## config.mk

```make
export PLATFORM = sky130hd
export DESIGN_NAME = rdsp_slave
export DESIGN_NICKNAME = d
export VERILOG_FILES = /design/src/pkg/rdsp_pkg.sv /design/src/hdl/rdsp_sync.sv /design/src/hdl/rdsp_slave.sv
export VERILOG_INCLUDE_DIRS = /design/src /design/src/pkg
export SDC_FILE = /design/constraint.sdc
export NUM_CORES = 1
export LEC_CHECK = 0
export ABC_CLOCK_PERIOD_IN_PS = 1950
export BUFFER_PORTS_ARGS = -buffer_cell sky130_fd_sc_hd__buf_4
export CELL_PAD_IN_SITES_DETAIL_PLACEMENT = 1
export CELL_PAD_IN_SITES_GLOBAL_PLACEMENT = 2
export CORE_MARGIN = 2
export CORE_UTILIZATION = 35
export DETAILED_ROUTE_END_ITERATION = 8
export PLACE_DENSITY = 0.85
export SYNTH_ARGS = -nofsm -noshare
export SYNTH_HDL_FRONTEND = slang
export SYNTH_HIERARCHICAL = 1
export SYNTH_SLANG_ARGS = --single-unit
```

## constraint.sdc

```tcl
create_clock -name clk -period 1.95 [get_ports clk]
set_input_delay 0.2925 -clock clk [delete_from_list [all_inputs] [get_ports clk]]
set_output_delay 0.2925 -clock clk [all_outputs]
set_load 0.05 [all_outputs]
```

## src/pkg/rdsp_regs.svh

```systemverilog
// Purpose: constants of the relay driver serial slave
// Assumes: included by its bare name, definitions only
// Notes:   frame layout, chunk size and synchroniser depth
// Function
// - decode only after a non-zero whole multiple of eight clocks
// - chip select rise ending an accepted transfer copies shift register into the input register
// - chip select rise ending an accepted transfer clears diagnosis flags
// - serial input sampled into shift register on falling serial clock
// - new output bit presented after each rising serial clock
// - serial input bits travel most significant bit first
// - input frame is a 16-bit word of control and data
// - output word shifted out most significant bit first
// - output driven only while chip select is low, else released
// - one shift register; bit shifted out appears on output for chaining
// - single transfer is 16 clocks, accepted on chip select rise
// - serial clock and input ignored while chip select is high
// - chip select fall loads diagnosis word into shift register
// - command bits 15:14, address bits 10:8, data bits 7:0
// - read answer returns during the following frame
`ifndef RDSP_REGS_SVH
`define RDSP_REGS_SVH
`define RDSP_FRAME_BITS 16
`define RDSP_CHUNK_BITS 8
`define RDSP_CMD_MSB 15
`define RDSP_CMD_LSB 14
`define RDSP_ADDR_MSB 10
`define RDSP_ADDR_LSB 8
`define RDSP_DATA_MSB 7
`define RDSP_DATA_LSB 0
`define RDSP_SYNC_STAGES 2
`define RDSP_WORD_RESET 16'h0000
`endif

```

## src/pkg/rdsp_pkg.sv

```systemverilog
// Purpose: types of the relay driver serial slave
// Assumes: nothing
// Notes:   constants live in rdsp_regs.svh
package rdsp_pkg;
    typedef enum logic {
        RDSP_IDLE,
        RDSP_ACTIVE
    } rdsp_state_e;
    typedef logic [15:0] rdsp_word_t;
endpackage

```

## src/hdl/rdsp_sync.sv

```systemverilog
// Purpose: two-flop synchroniser for a group of pin inputs
// Assumes: inputs asynchronous to clk
// Notes:   first stage is read only by the second
`timescale 1ns/10ps
`include "rdsp_regs.svh"
module rdsp_sync #(
    parameter int WIDTH = 3,
    parameter logic [WIDTH-1:0] RESET_VALUE = '1
) (
    input wire logic clk,
    input wire logic reset,
    input wire logic [WIDTH-1:0] async_in,
    output logic [WIDTH-1:0] sync_out
);
    logic [WIDTH-1:0] stage1;
    logic [WIDTH-1:0] stage2;

    if (WIDTH < 1) begin : g_bad_width
        $error("rdsp_sync: WIDTH must be positive");
    end

    // each bit resets to its pin's idle level, so no false edge follows
    genvar i;
    generate
        for (i = 0; i < WIDTH; i++) begin : g_bit
            always_ff @(posedge clk or posedge reset) begin
                if (reset) begin
                    stage1[i] <= RESET_VALUE[i];
                    stage2[i] <= RESET_VALUE[i];
                end else begin
                    stage1[i] <= async_in[i];
                    stage2[i] <= stage1[i];
                end
            end
        end
    endgenerate

    assign sync_out = stage2;
endmodule // rdsp_sync

```

## src/hdl/rdsp_slave.sv

```systemverilog
// Purpose: serial slave of an eight-channel low-side switch
// Assumes: serial pins sampled by clk (200 MHz); serial clock <= 20.8 MHz (48 ns period)
// Notes:   core supplies diag_word; core consumes cmd_word on cmd_valid
`timescale 1ns/10ps
`include "rdsp_regs.svh"
module rdsp_slave #(
    parameter int FRAME_BITS = `RDSP_FRAME_BITS,
    parameter int CHUNK_BITS = `RDSP_CHUNK_BITS
) (
    input wire logic clk,
    input wire logic reset,
    input wire logic cs_n,
    input wire logic sclk,
    input wire logic si,
    output logic so,
    output logic so_oe,
    input wire logic [FRAME_BITS-1:0] diag_word,
    output logic [FRAME_BITS-1:0] cmd_word,
    output logic [1:0] cmd_code,
    output logic [2:0] cmd_addr,
    output logic [7:0] cmd_data,
    output logic cmd_valid,
    output logic diag_clear
);
    // field slices and bit counter assume the fixed frame layout
    if (FRAME_BITS != 16 || CHUNK_BITS != 8) begin : g_bad_layout
        $error("rdsp_slave: frame layout needs 16 and 8");
    end

    // ----------------------------------------------------------------
    // pin synchronisers and edge finding
    // ----------------------------------------------------------------
    logic [2:0] pins_s;
    logic cs_s, sclk_s, si_s;
    logic cs_q, sclk_q;
    logic cs_fall, cs_rise, sclk_fall, sclk_rise;

    // chip select idles high, serial clock and data idle low
    rdsp_sync #(.WIDTH(3), .RESET_VALUE(3'h4)) u_sync (
        .clk(clk),
        .reset(reset),
        .async_in({cs_n, sclk, si}),
        .sync_out(pins_s)
    );
    assign cs_s = pins_s[2];
    assign sclk_s = pins_s[1];
    assign si_s = pins_s[0];

    always_ff @(posedge clk or posedge reset) begin
        if (reset) begin
            cs_q <= 1'b1;
            sclk_q <= 1'b0;
        end else begin
            cs_q <= cs_s;
            sclk_q <= sclk_s;
        end
    end

    // serial clock is low around chip select edges, so no false edge
    assign cs_fall = cs_q & ~cs_s;
    assign cs_rise = ~cs_q & cs_s;
    assign sclk_fall = sclk_q & ~sclk_s;
    assign sclk_rise = ~sclk_q & sclk_s;

    // ----------------------------------------------------------------
    // frame state
    // ----------------------------------------------------------------
    rdsp_pkg::rdsp_state_e state, next_state;
    rdsp_pkg::rdsp_word_t shreg, next_shreg;
    rdsp_pkg::rdsp_word_t next_cmd_word;
    logic [2:0] bit_mod, next_bit_mod;
    logic seen, next_seen;
    logic next_so, next_so_oe, next_cmd_valid, next_diag_clear;
    logic accept;

    // whole multiple of eight, and at least one clock
    assign accept = (bit_mod == 3'h0) && seen;

    always_comb begin
        next_state = state;
        next_shreg = shreg;
        next_bit_mod = bit_mod;
        next_seen = seen;
        next_so = so;
        next_so_oe = so_oe;
        next_cmd_word = cmd_word;
        next_cmd_valid = 1'b0;
        next_diag_clear = 1'b0;
        unique case (state)
            rdsp_pkg::RDSP_IDLE: begin
                // clock and data ignored while deselected
                if (cs_fall) begin
                    next_state = rdsp_pkg::RDSP_ACTIVE;
                    next_shreg = diag_word;
                    next_so = diag_word[FRAME_BITS-1];
                    next_so_oe = 1'b1;
                    next_bit_mod = 3'h0;
                    next_seen = 1'b0;
                end
            end
            rdsp_pkg::RDSP_ACTIVE: begin
                if (cs_rise) begin
                    next_state = rdsp_pkg::RDSP_IDLE;
                    next_so_oe = 1'b0;
                    if (accept) begin
                        // handed to the core only now
                        next_cmd_word = shreg;
                        next_cmd_valid = 1'b1;
                        next_diag_clear = 1'b1;
                    end
                end else if (sclk_fall) begin
                    // msb first in, chained through the same register
                    next_shreg = {shreg[FRAME_BITS-2:0], si_s};
                    next_bit_mod = bit_mod + 3'h1;
                    next_seen = 1'b1;
                end else if (sclk_rise) begin
                    next_so = shreg[FRAME_BITS-1];
                end
            end
        endcase
    end

    always_ff @(posedge clk or posedge reset) begin
        if (reset) begin
            state <= rdsp_pkg::RDSP_IDLE;
            shreg <= `RDSP_WORD_RESET;
            bit_mod <= 3'h0;
            seen <= 1'b0;
            so <= 1'b0;
            so_oe <= 1'b0;
            cmd_word <= `RDSP_WORD_RESET;
            cmd_valid <= 1'b0;
            diag_clear <= 1'b0;
        end else begin
            state <= next_state;
            shreg <= next_shreg;
            bit_mod <= next_bit_mod;
            seen <= next_seen;
            so <= next_so;
            so_oe <= next_so_oe;
            cmd_word <= next_cmd_word;
            cmd_valid <= next_cmd_valid;
            diag_clear <= next_diag_clear;
        end
    end

    // field slices of the accepted word; read answer is core's job
    assign cmd_code = cmd_word[`RDSP_CMD_MSB:`RDSP_CMD_LSB];
    assign cmd_addr = cmd_word[`RDSP_ADDR_MSB:`RDSP_ADDR_LSB];
    assign cmd_data = cmd_word[`RDSP_DATA_MSB:`RDSP_DATA_LSB];

    // ----------------------------------------------------------------
    // checks
    // ----------------------------------------------------------------
    a_accept_multiple: assert property (@(posedge clk)
        disable iff (reset)
        cmd_valid |-> $past(bit_mod) == 3'h0 && $past(seen) && $past(cs_rise))
        else $error("command taken after a partial byte");

    a_reject_partial: assert property (@(posedge clk)
        disable iff (reset)
        cs_rise && state == rdsp_pkg::RDSP_ACTIVE && !accept |=> !cmd_valid)
        else $error("partial frame was not discarded");

    a_word_copy: assert property (@(posedge clk) disable iff (reset)
        cs_rise && state == rdsp_pkg::RDSP_ACTIVE && accept
        |=> cmd_valid && cmd_word == $past(shreg))
        else $error("accepted word differs from shift register");

    a_diag_clear_pair: assert property (@(posedge clk)
        disable iff (reset)
        cmd_valid == diag_clear)
        else $error("diagnosis clear not paired with acceptance");

    a_shift_in_msb: assert property (@(posedge clk) disable iff (reset)
        sclk_fall && !cs_rise && state == rdsp_pkg::RDSP_ACTIVE
        |=> shreg[0] == $past(si_s)
            && shreg[FRAME_BITS-1:1] == $past(shreg[FRAME_BITS-2:0]))
        else $error("serial input not shifted in msb first");

    a_out_on_rise: assert property (@(posedge clk) disable iff (reset)
        sclk_rise && !cs_rise && state == rdsp_pkg::RDSP_ACTIVE
        |=> so == $past(shreg[FRAME_BITS-1]))
        else $error("output bit not presented after rising clock");

    a_oe_released: assert property (@(posedge clk) disable iff (reset)
        cs_s && $past(cs_s) |-> !so_oe)
        else $error("output driven while deselected");

    a_idle_ignore: assert property (@(posedge clk) disable iff (reset)
        state == rdsp_pkg::RDSP_IDLE && !cs_fall
        |=> $stable(shreg) && !so_oe)
        else $error("activity accepted while deselected");

    a_load_diag: assert property (@(posedge clk) disable iff (reset)
        state == rdsp_pkg::RDSP_IDLE && cs_fall
        |=> shreg == $past(diag_word) && so == $past(diag_word[15]) && so_oe)
        else $error("diagnosis word not loaded on select");
endmodule // rdsp_slave

```

==> reports/qor.csv, run 1 <==
stage,metric,value,unit
clock_network,clk_path_buf_depth,2,
run,drv_cap,0,
floorplan,die_area,6570,um2
logic_synthesis,synth_compound_area_share,10.8,%
global_routing,grt_antenna_before_repair,0,
sta,tightest_slew,0.726,ns
critical_path,timing.rr.end,shreg[5],
drt,dr.pass1.iters,4,
worst_hold_path,hp-class,in -> reg,
sta,hold_slack,0.0938,ns
drt,drt.antenna.violating_nets,0,
clock_network,clockRootBuffer,clkbuf_8,
logic_synthesis,ys_ff_latch,48,
logic_synthesis,synth_common_cells,"dfrtp_1 (45), mux2_2 (16), o221a_2 (16)",
clock_network,post_cts_buffers,0,
logic_synthesis,synth-xor-area-share,0,%
global_routing,overflow,0,
clock_network,cts_sinks,48,
critical_path,reg2reg_setup_slack,0.14,ns
logic_synthesis,yosysMostFrequentCell,dfrtp_1,
floorplan,core_area,5820,um2
logic_synthesis,synthTopCellsByArea,"dfrtp_1 (54%), mux2_2 (8.7%), o221a_2 (8.7%), buf_4 (5.4%), or2b_1 (4.3%)",
global_routing,grt_use_total,14.3,%
logic_synthesis,yosys.area_share.simple,11.5,%
critical_path,r2r_cells,5,
final_layout,fillers,630,
critical_path,crit_end,shreg[5],
logic_synthesis,syn_area_per_cell,13.9,um2
critical_path,reg2reg_from,cs_q,
clock_network,cts_tree,yes,
sta,period_needed,1.81,ns
sta,grt_setup_unrepaired,no,
final_layout,regArea,1200,um2
logic_synthesis,synth_flop_cell,dfrtp_1,
final_layout,design_area,2640,um2
sta,max_freq,553,MHz
drt,dr_total_vias,1353,
logic_synthesis,synth_area_leader_cell,dfrtp_1,
logic_synthesis,synth_area,2080,um2
sta,fin_skew,0.00488,ns
floorplan,initial_core_util,35.7,%
floorplan,die_width,81.1,um
global_routing,grt_pass1_vias,1441,
logic_synthesis,synth.distinct_cells,29,
final_layout,fin_nets,225,
critical_path,startpoint,cs_q,
logic_synthesis,synth_top_family_by_area,simple AND/OR/NAND/NOR gates,
critical_path,cp_max_fo,19,
floorplan,io_pins,54,
drt,avgRoutedWirePerCell,15.6,um
logic_synthesis,yosysSeqAreaShare,58.0,%
final_layout,num_antenna_cells,0,
final_layout,syn2layout_area_growth,27.0,%
sta,fin_crit_sh,92.7,%
floorplan,die_height,81.1,um
drt,detail_route.vias_per_cell,4.87,
logic_synthesis,async_flop_share,100,%
sta,slew_headroom,51.3,%
critical_path,crit_type,reg -> reg,
placement,gp_congestion,0.705,
clock_network,h-tree-depth,2,
power,leakage,1.17,nW
logic_synthesis,synth_cells,150,
drt,drc,0,
logic_synthesis,synthMuxAreaShare,10.2,%
critical_path,cp.arrival,1.99,ns
power,pwr_density_cell,1700,nW/um2
clock_network,numCtsBuffers,5,
logic_synthesis,yosys.area.top_type_share,54.2,%
placement,hpwl,3210,um
power,ir_worst_vdd,0.000923,V
logic_synthesis,synth-adder-area-share,1.20,%
placement,portBuffers,53,
floorplan,rows,28,
final_layout,drive_gt1_share,54.7,%
clock_network,cts.clk_slew.worst_paths,0.09,ns
critical_path,end_kind,register,
placement,place_inst,269,
critical_path,cp.required,2.14,ns
sta,finalMaxSlewViolations,0,
logic_synthesis,syn_nets,173,
logic_synthesis,synth_edf_count,0,
sta,hold_violations,0,
critical_path,start_kind,register,
global_routing,grt_max_degree,26,
clock_network,clk_latency,0.30,ns
placement,place_area,2510,um2
drt,wl,4350,um
drt,drt_iter0_drc,52,
final_layout,final_util,45.4,%
global_routing,grt_pass1_wl,7210,um
final_layout,multi_input_area,714,um2
logic_synthesis,yosys_warnings,6,
final_layout,instances_no_fill,278,
sta,setup_viol,0,
outcome,outcome,completed,
placed cells by master, fill, tap and decap left out, drive strengths merged:
cell type	count
nor3b	2
o221a	16
inv	5
o2111a	1
nor2	3
nand3	1
a21oi	1
ha	2
dfrtp	45
dlygate4sd3	1
or3b	1
mux2	17
clkbuf	6
a21o	1
bufinv	1
clkinv	2
mux2i	2
a211o	1
o31ai	1
or3	1
buf	63
or2b	12
nand2b	6
nand2	5
and2b	1
nor4	1
dfstp	3
nor2b	1
nor4b	1
worst min path at each step:
stage | start | end | slack (ns) | cells past startpoint
floorplan | reset | u_sync/stage1[0] | 0.08 | 1
global placement | reset | u_sync/stage1[0] | 0.23 | 2
detailed placement | reset | u_sync/stage1[1] | 0.24 | 2
CTS | cs_n | u_sync/stage1[2] | 0.08 | 1
global route | cs_n | u_sync/stage1[2] | 0.08 | 1
finish | cs_n | u_sync/stage1[2] | 0.09 | 1
cell families (layout without fill, tap and decap cells):
group | count (synthesis) | after routing
adders and majority gates | 2 | 2
buffers and inverters | 25 | 78
and+or+nand+nor | 35 | 35
DFF | 48 | 48
muxes | 19 | 19
AOI/OAI and AO/OA | 21 | 21
final cells by class:
| type | count | share of cell area, % |
|---|---|---|
| clock buffer | 6 | 2.75 |
| clock inverter | 2 | 1.33 |
| inverter | 6 | 0.853 |
| multi-input combinational | 77 | 27.1 |
| sequential | 48 | 45.7 |
| tap | 75 | 3.56 |
| timing repair buffer | 64 | 18.8 |
timing repair:
action	in CTS	in global routing
hold endpoints to repair	4	0
hold buffers	1	0
setup endpoints to repair	16	0
gates resized for setup	1	0
state kept, by name, summed over array words and instances, names as in the netlist:
register	count
state	1
cs_q	1
u_sync/stage1	3
bit_mod	3
shreg	16
sclk_q	1
diag_clear	1
seen	1
cmd_word	16
u_sync/sync_out	3
so	1
so_oe	1
report_power, final:
| group | internal [mW] | total (mW) | switching [mW] |
|---|---|---|---|
| combinational | 0.732 | 2.20 | 1.47 |
| sequential | 1.31 | 1.57 | 0.259 |
| clock | 0.381 | 0.714 | 0.333 |
| total | 2.42 | 4.48 | 2.06 |
worst max-delay path, stage by stage, from the launching register on:
cell     delay (ns)
dfstp_2        0.54
and2b_4        0.19
buf_4          0.13
or3_1          0.33
buf_4          0.21
o221a_2        0.29
stage by stage:
step / TNS (ns) / setup WS, ns / power [mW]
6_report: 0 / 0.142 / 4.48
5_1_grt: 0 / 0.0818 / 4.70
4_1_cts: 0 / 0.130 / 4.52
3_5_place_dp: -2.18 / -0.151 / 3.80
3_3_place_gp: -1.18 / -0.0746 / 3.74
2_1_floorplan: 0 / 0.196 / 3.28
per-layer routing:
layer / vias to the layer above / GRT usage, % / wire length [um]
met5: - / 0 / 0
met4: 0 / 2.54 / 33
met3: 4 / 3.33 / 249
met2: 47 / 22.6 / 1950
met1: 681 / 20.2 / 2120
li1: 621 / - / -
Note: power is estimated with default switching activity, not from simulation.
==> run 2, diff against run 1 <==
--- a/config.mk
+++ b/config.mk
@@ -13,7 +13,7 @@
 export CORE_MARGIN = 2
 export CORE_UTILIZATION = 35
 export DETAILED_ROUTE_END_ITERATION = 8
-export PLACE_DENSITY = 0.85
+export PLACE_DENSITY_LB_ADDON = 0.1
 export SYNTH_ARGS = -nofsm -noshare
 export SYNTH_HDL_FRONTEND = slang
 export SYNTH_HIERARCHICAL = 1
==> run 2 against run 1 <==
Against the previous run: clock-buffer cell count rose by 1; via count fell by 4.2%; largest cell class unchanged; setup slack improved by 0.076 ns; largest power group unchanged; final cell count fell by 1.8%; critical endpoint is now shreg[4].
==> reports/qor.csv, run 2 (synthesis results as in run 1) <==
stage,metric,value,unit
final_layout,instances_no_fill,273,
critical_path,cp.arrival,1.96,ns
placement,hpwl,2920,um
clock_network,cts.clk_slew.worst_paths,0.08,ns
final_layout,num_antenna_cells,0,
floorplan,die_area,6570,um2
power,switching_power,2.01,mW
critical_path,crit_type,reg -> reg,
placement,portBuffers,53,
sta,fin_crit_sh,88.8,%
worst_hold_path,hp-class,in -> reg,
drt,detail_route.vias_per_cell,4.75,
power,leakage,1.14,nW
floorplan,die_height,81.1,um
placement,gp_congestion,0.677,
sta,period_needed,1.73,ns
placement,place_area,2470,um2
critical_path,cp.required,2.18,ns
sta,fin_tns_setup,0,ns
power,pwr_density_cell,1700,nW/um2
drt,drt_iter0_drc,66,
floorplan,core_area,5820,um2
critical_path,start_kind,register,
critical_path,end_kind,register,
global_routing,grt_pass1_wl,6670,um
clock_network,cts_tree,yes,
floorplan,io_pins,54,
floorplan,initial_core_util,35.7,%
global_routing,grt_pass1_vias,1350,
sta,max_freq,578,MHz
final_layout,design_area,2600,um2
final_layout,mostFrequentLayoutCells,"buf_4 (57), dfrtp_1 (45), o221a_2 (16), mux2_2 (16), or2b_1 (12)",
power,ir_worst_vdd,0.000685,V
sta,worst_slack,0.219,ns
critical_path,critPathTopFamily,compound AO/OA/AOI/OAI gates,
final_layout,syn2layout_area_growth,25.1,%
clock_network,cts_sinks,48,
clock_network,numCtsBuffers,5,
floorplan,die_width,81.1,um
run,drv_cap,0,
power,p_int,2.42,mW
clock_network,clk_latency,0.29,ns
outcome,outcome,completed,
sta,grt_setup_unrepaired,no,
critical_path,critical_path.cell_chain,and2b_4 -> o31ai_4 -> o221a_2,
drt,drt.antenna.violating_nets,0,
sta,hold_slack,0.108,ns
global_routing,grt_antenna_before_repair,0,
drt,dr.pass1.iters,4,
final_layout,drive_gt1_share,53.0,%
critical_path,cp_max_fo,16,
placement,pre_cts_ws,-0.139,ns
drt,avgRoutedWirePerCell,14.6,um
critical_path,cpMaxStageDelayCell,o31ai_4,
power,power,4.43,mW
global_routing,grt_use_total,13.7,%
sta,tightest_slew,0.666,ns
power,p_clk_share,15.7,%
sta,fin_skew,0.00722,ns
critical_path,cp_slowest_stage_delay,0.59,ns
floorplan,rows,28,
global_routing,overflow,0,
clock_network,clk_path_buf_depth,2,
final_layout,final_common_cell,buf_4,
critical_path,crit_buf_inv,0,
sta,hold_violations,0,
sta,setup_viol,0,
placement,place_inst,264,
sta,slew_headroom,55.6,%
final_layout,fin_nets,220,
drt,drc,0,
final_layout,final_util,44.7,%
clock_network,h-tree-depth,2,
final_layout,fillers,634,
power,comb_power_share,49.2,%
sta,finalMaxSlewViolations,0,
final_layout,top_regs,"cmd_word (16), shreg (16)",
power,p_seq_share,35.2,%
drt,dr_total_vias,1296,
clock_network,clockRootBuffer,clkbuf_8,
power,switching_share,45.4,%
global_routing,grt_max_degree,43,
drt,wl,3970,um
## run 2: worst paths after layout
kind                                  start  cells past startpoint  slack (ns)                  to
hold / removal                         sclk                      1        0.11    u_sync/stage1[1]
setup / recovery                       cs_q                      3        0.22            shreg[4]
min in group asynchronous             reset                      3        0.47  u_sync/sync_out[1]
hold reg to reg            u_sync/stage1[0]                      0        0.36  u_sync/sync_out[0]
max in group asynchronous             reset                      4        0.88                cs_q
setup reg to reg                       cs_q                      3        0.22            shreg[4]
## run 2: area by class of cell
class,instances,area (um2),share of cell area (%)
inverters,6,22.5,0.866
repair buffers,59,458,17.6
well taps,75,93.8,3.61
clock inverters,1,30.0,1.15
multi-input cells,77,714,27.5
flip-flops and latches,48,1200,46.3
clock buffers,7,76.3,2.94
## run 2: repair_timing
item | CTS | global route
gates resized for setup | 1 | 0
setup endpoints to repair | 16 | 0
hold buffers | 1 | 0
endpoints found under the hold margin | 4 | 0
buffers inserted | 0 | 0
## run 2: power by group through the flow
stage / Clock (mW) / Combinational (mW) / Sequential, mW
2_1_floorplan: 0 / 1.12 / 2.16
3_3_place_gp: 0 / 2.18 / 1.56
3_5_place_dp: 0 / 2.20 / 1.58
4_1_cts: 0.726 / 2.20 / 1.56
5_1_grt: 0.762 / 2.28 / 1.61
6_report: 0.694 / 2.18 / 1.56
## run 2: per-layer routing
layer	global-route usage (%)	share of wire [%]	routed length, um
met2	21.9	49	1940
met3	3.89	5.2	207
met1	17.9	45	1780
met5	0	0	0
met4	4.58	1.1	44
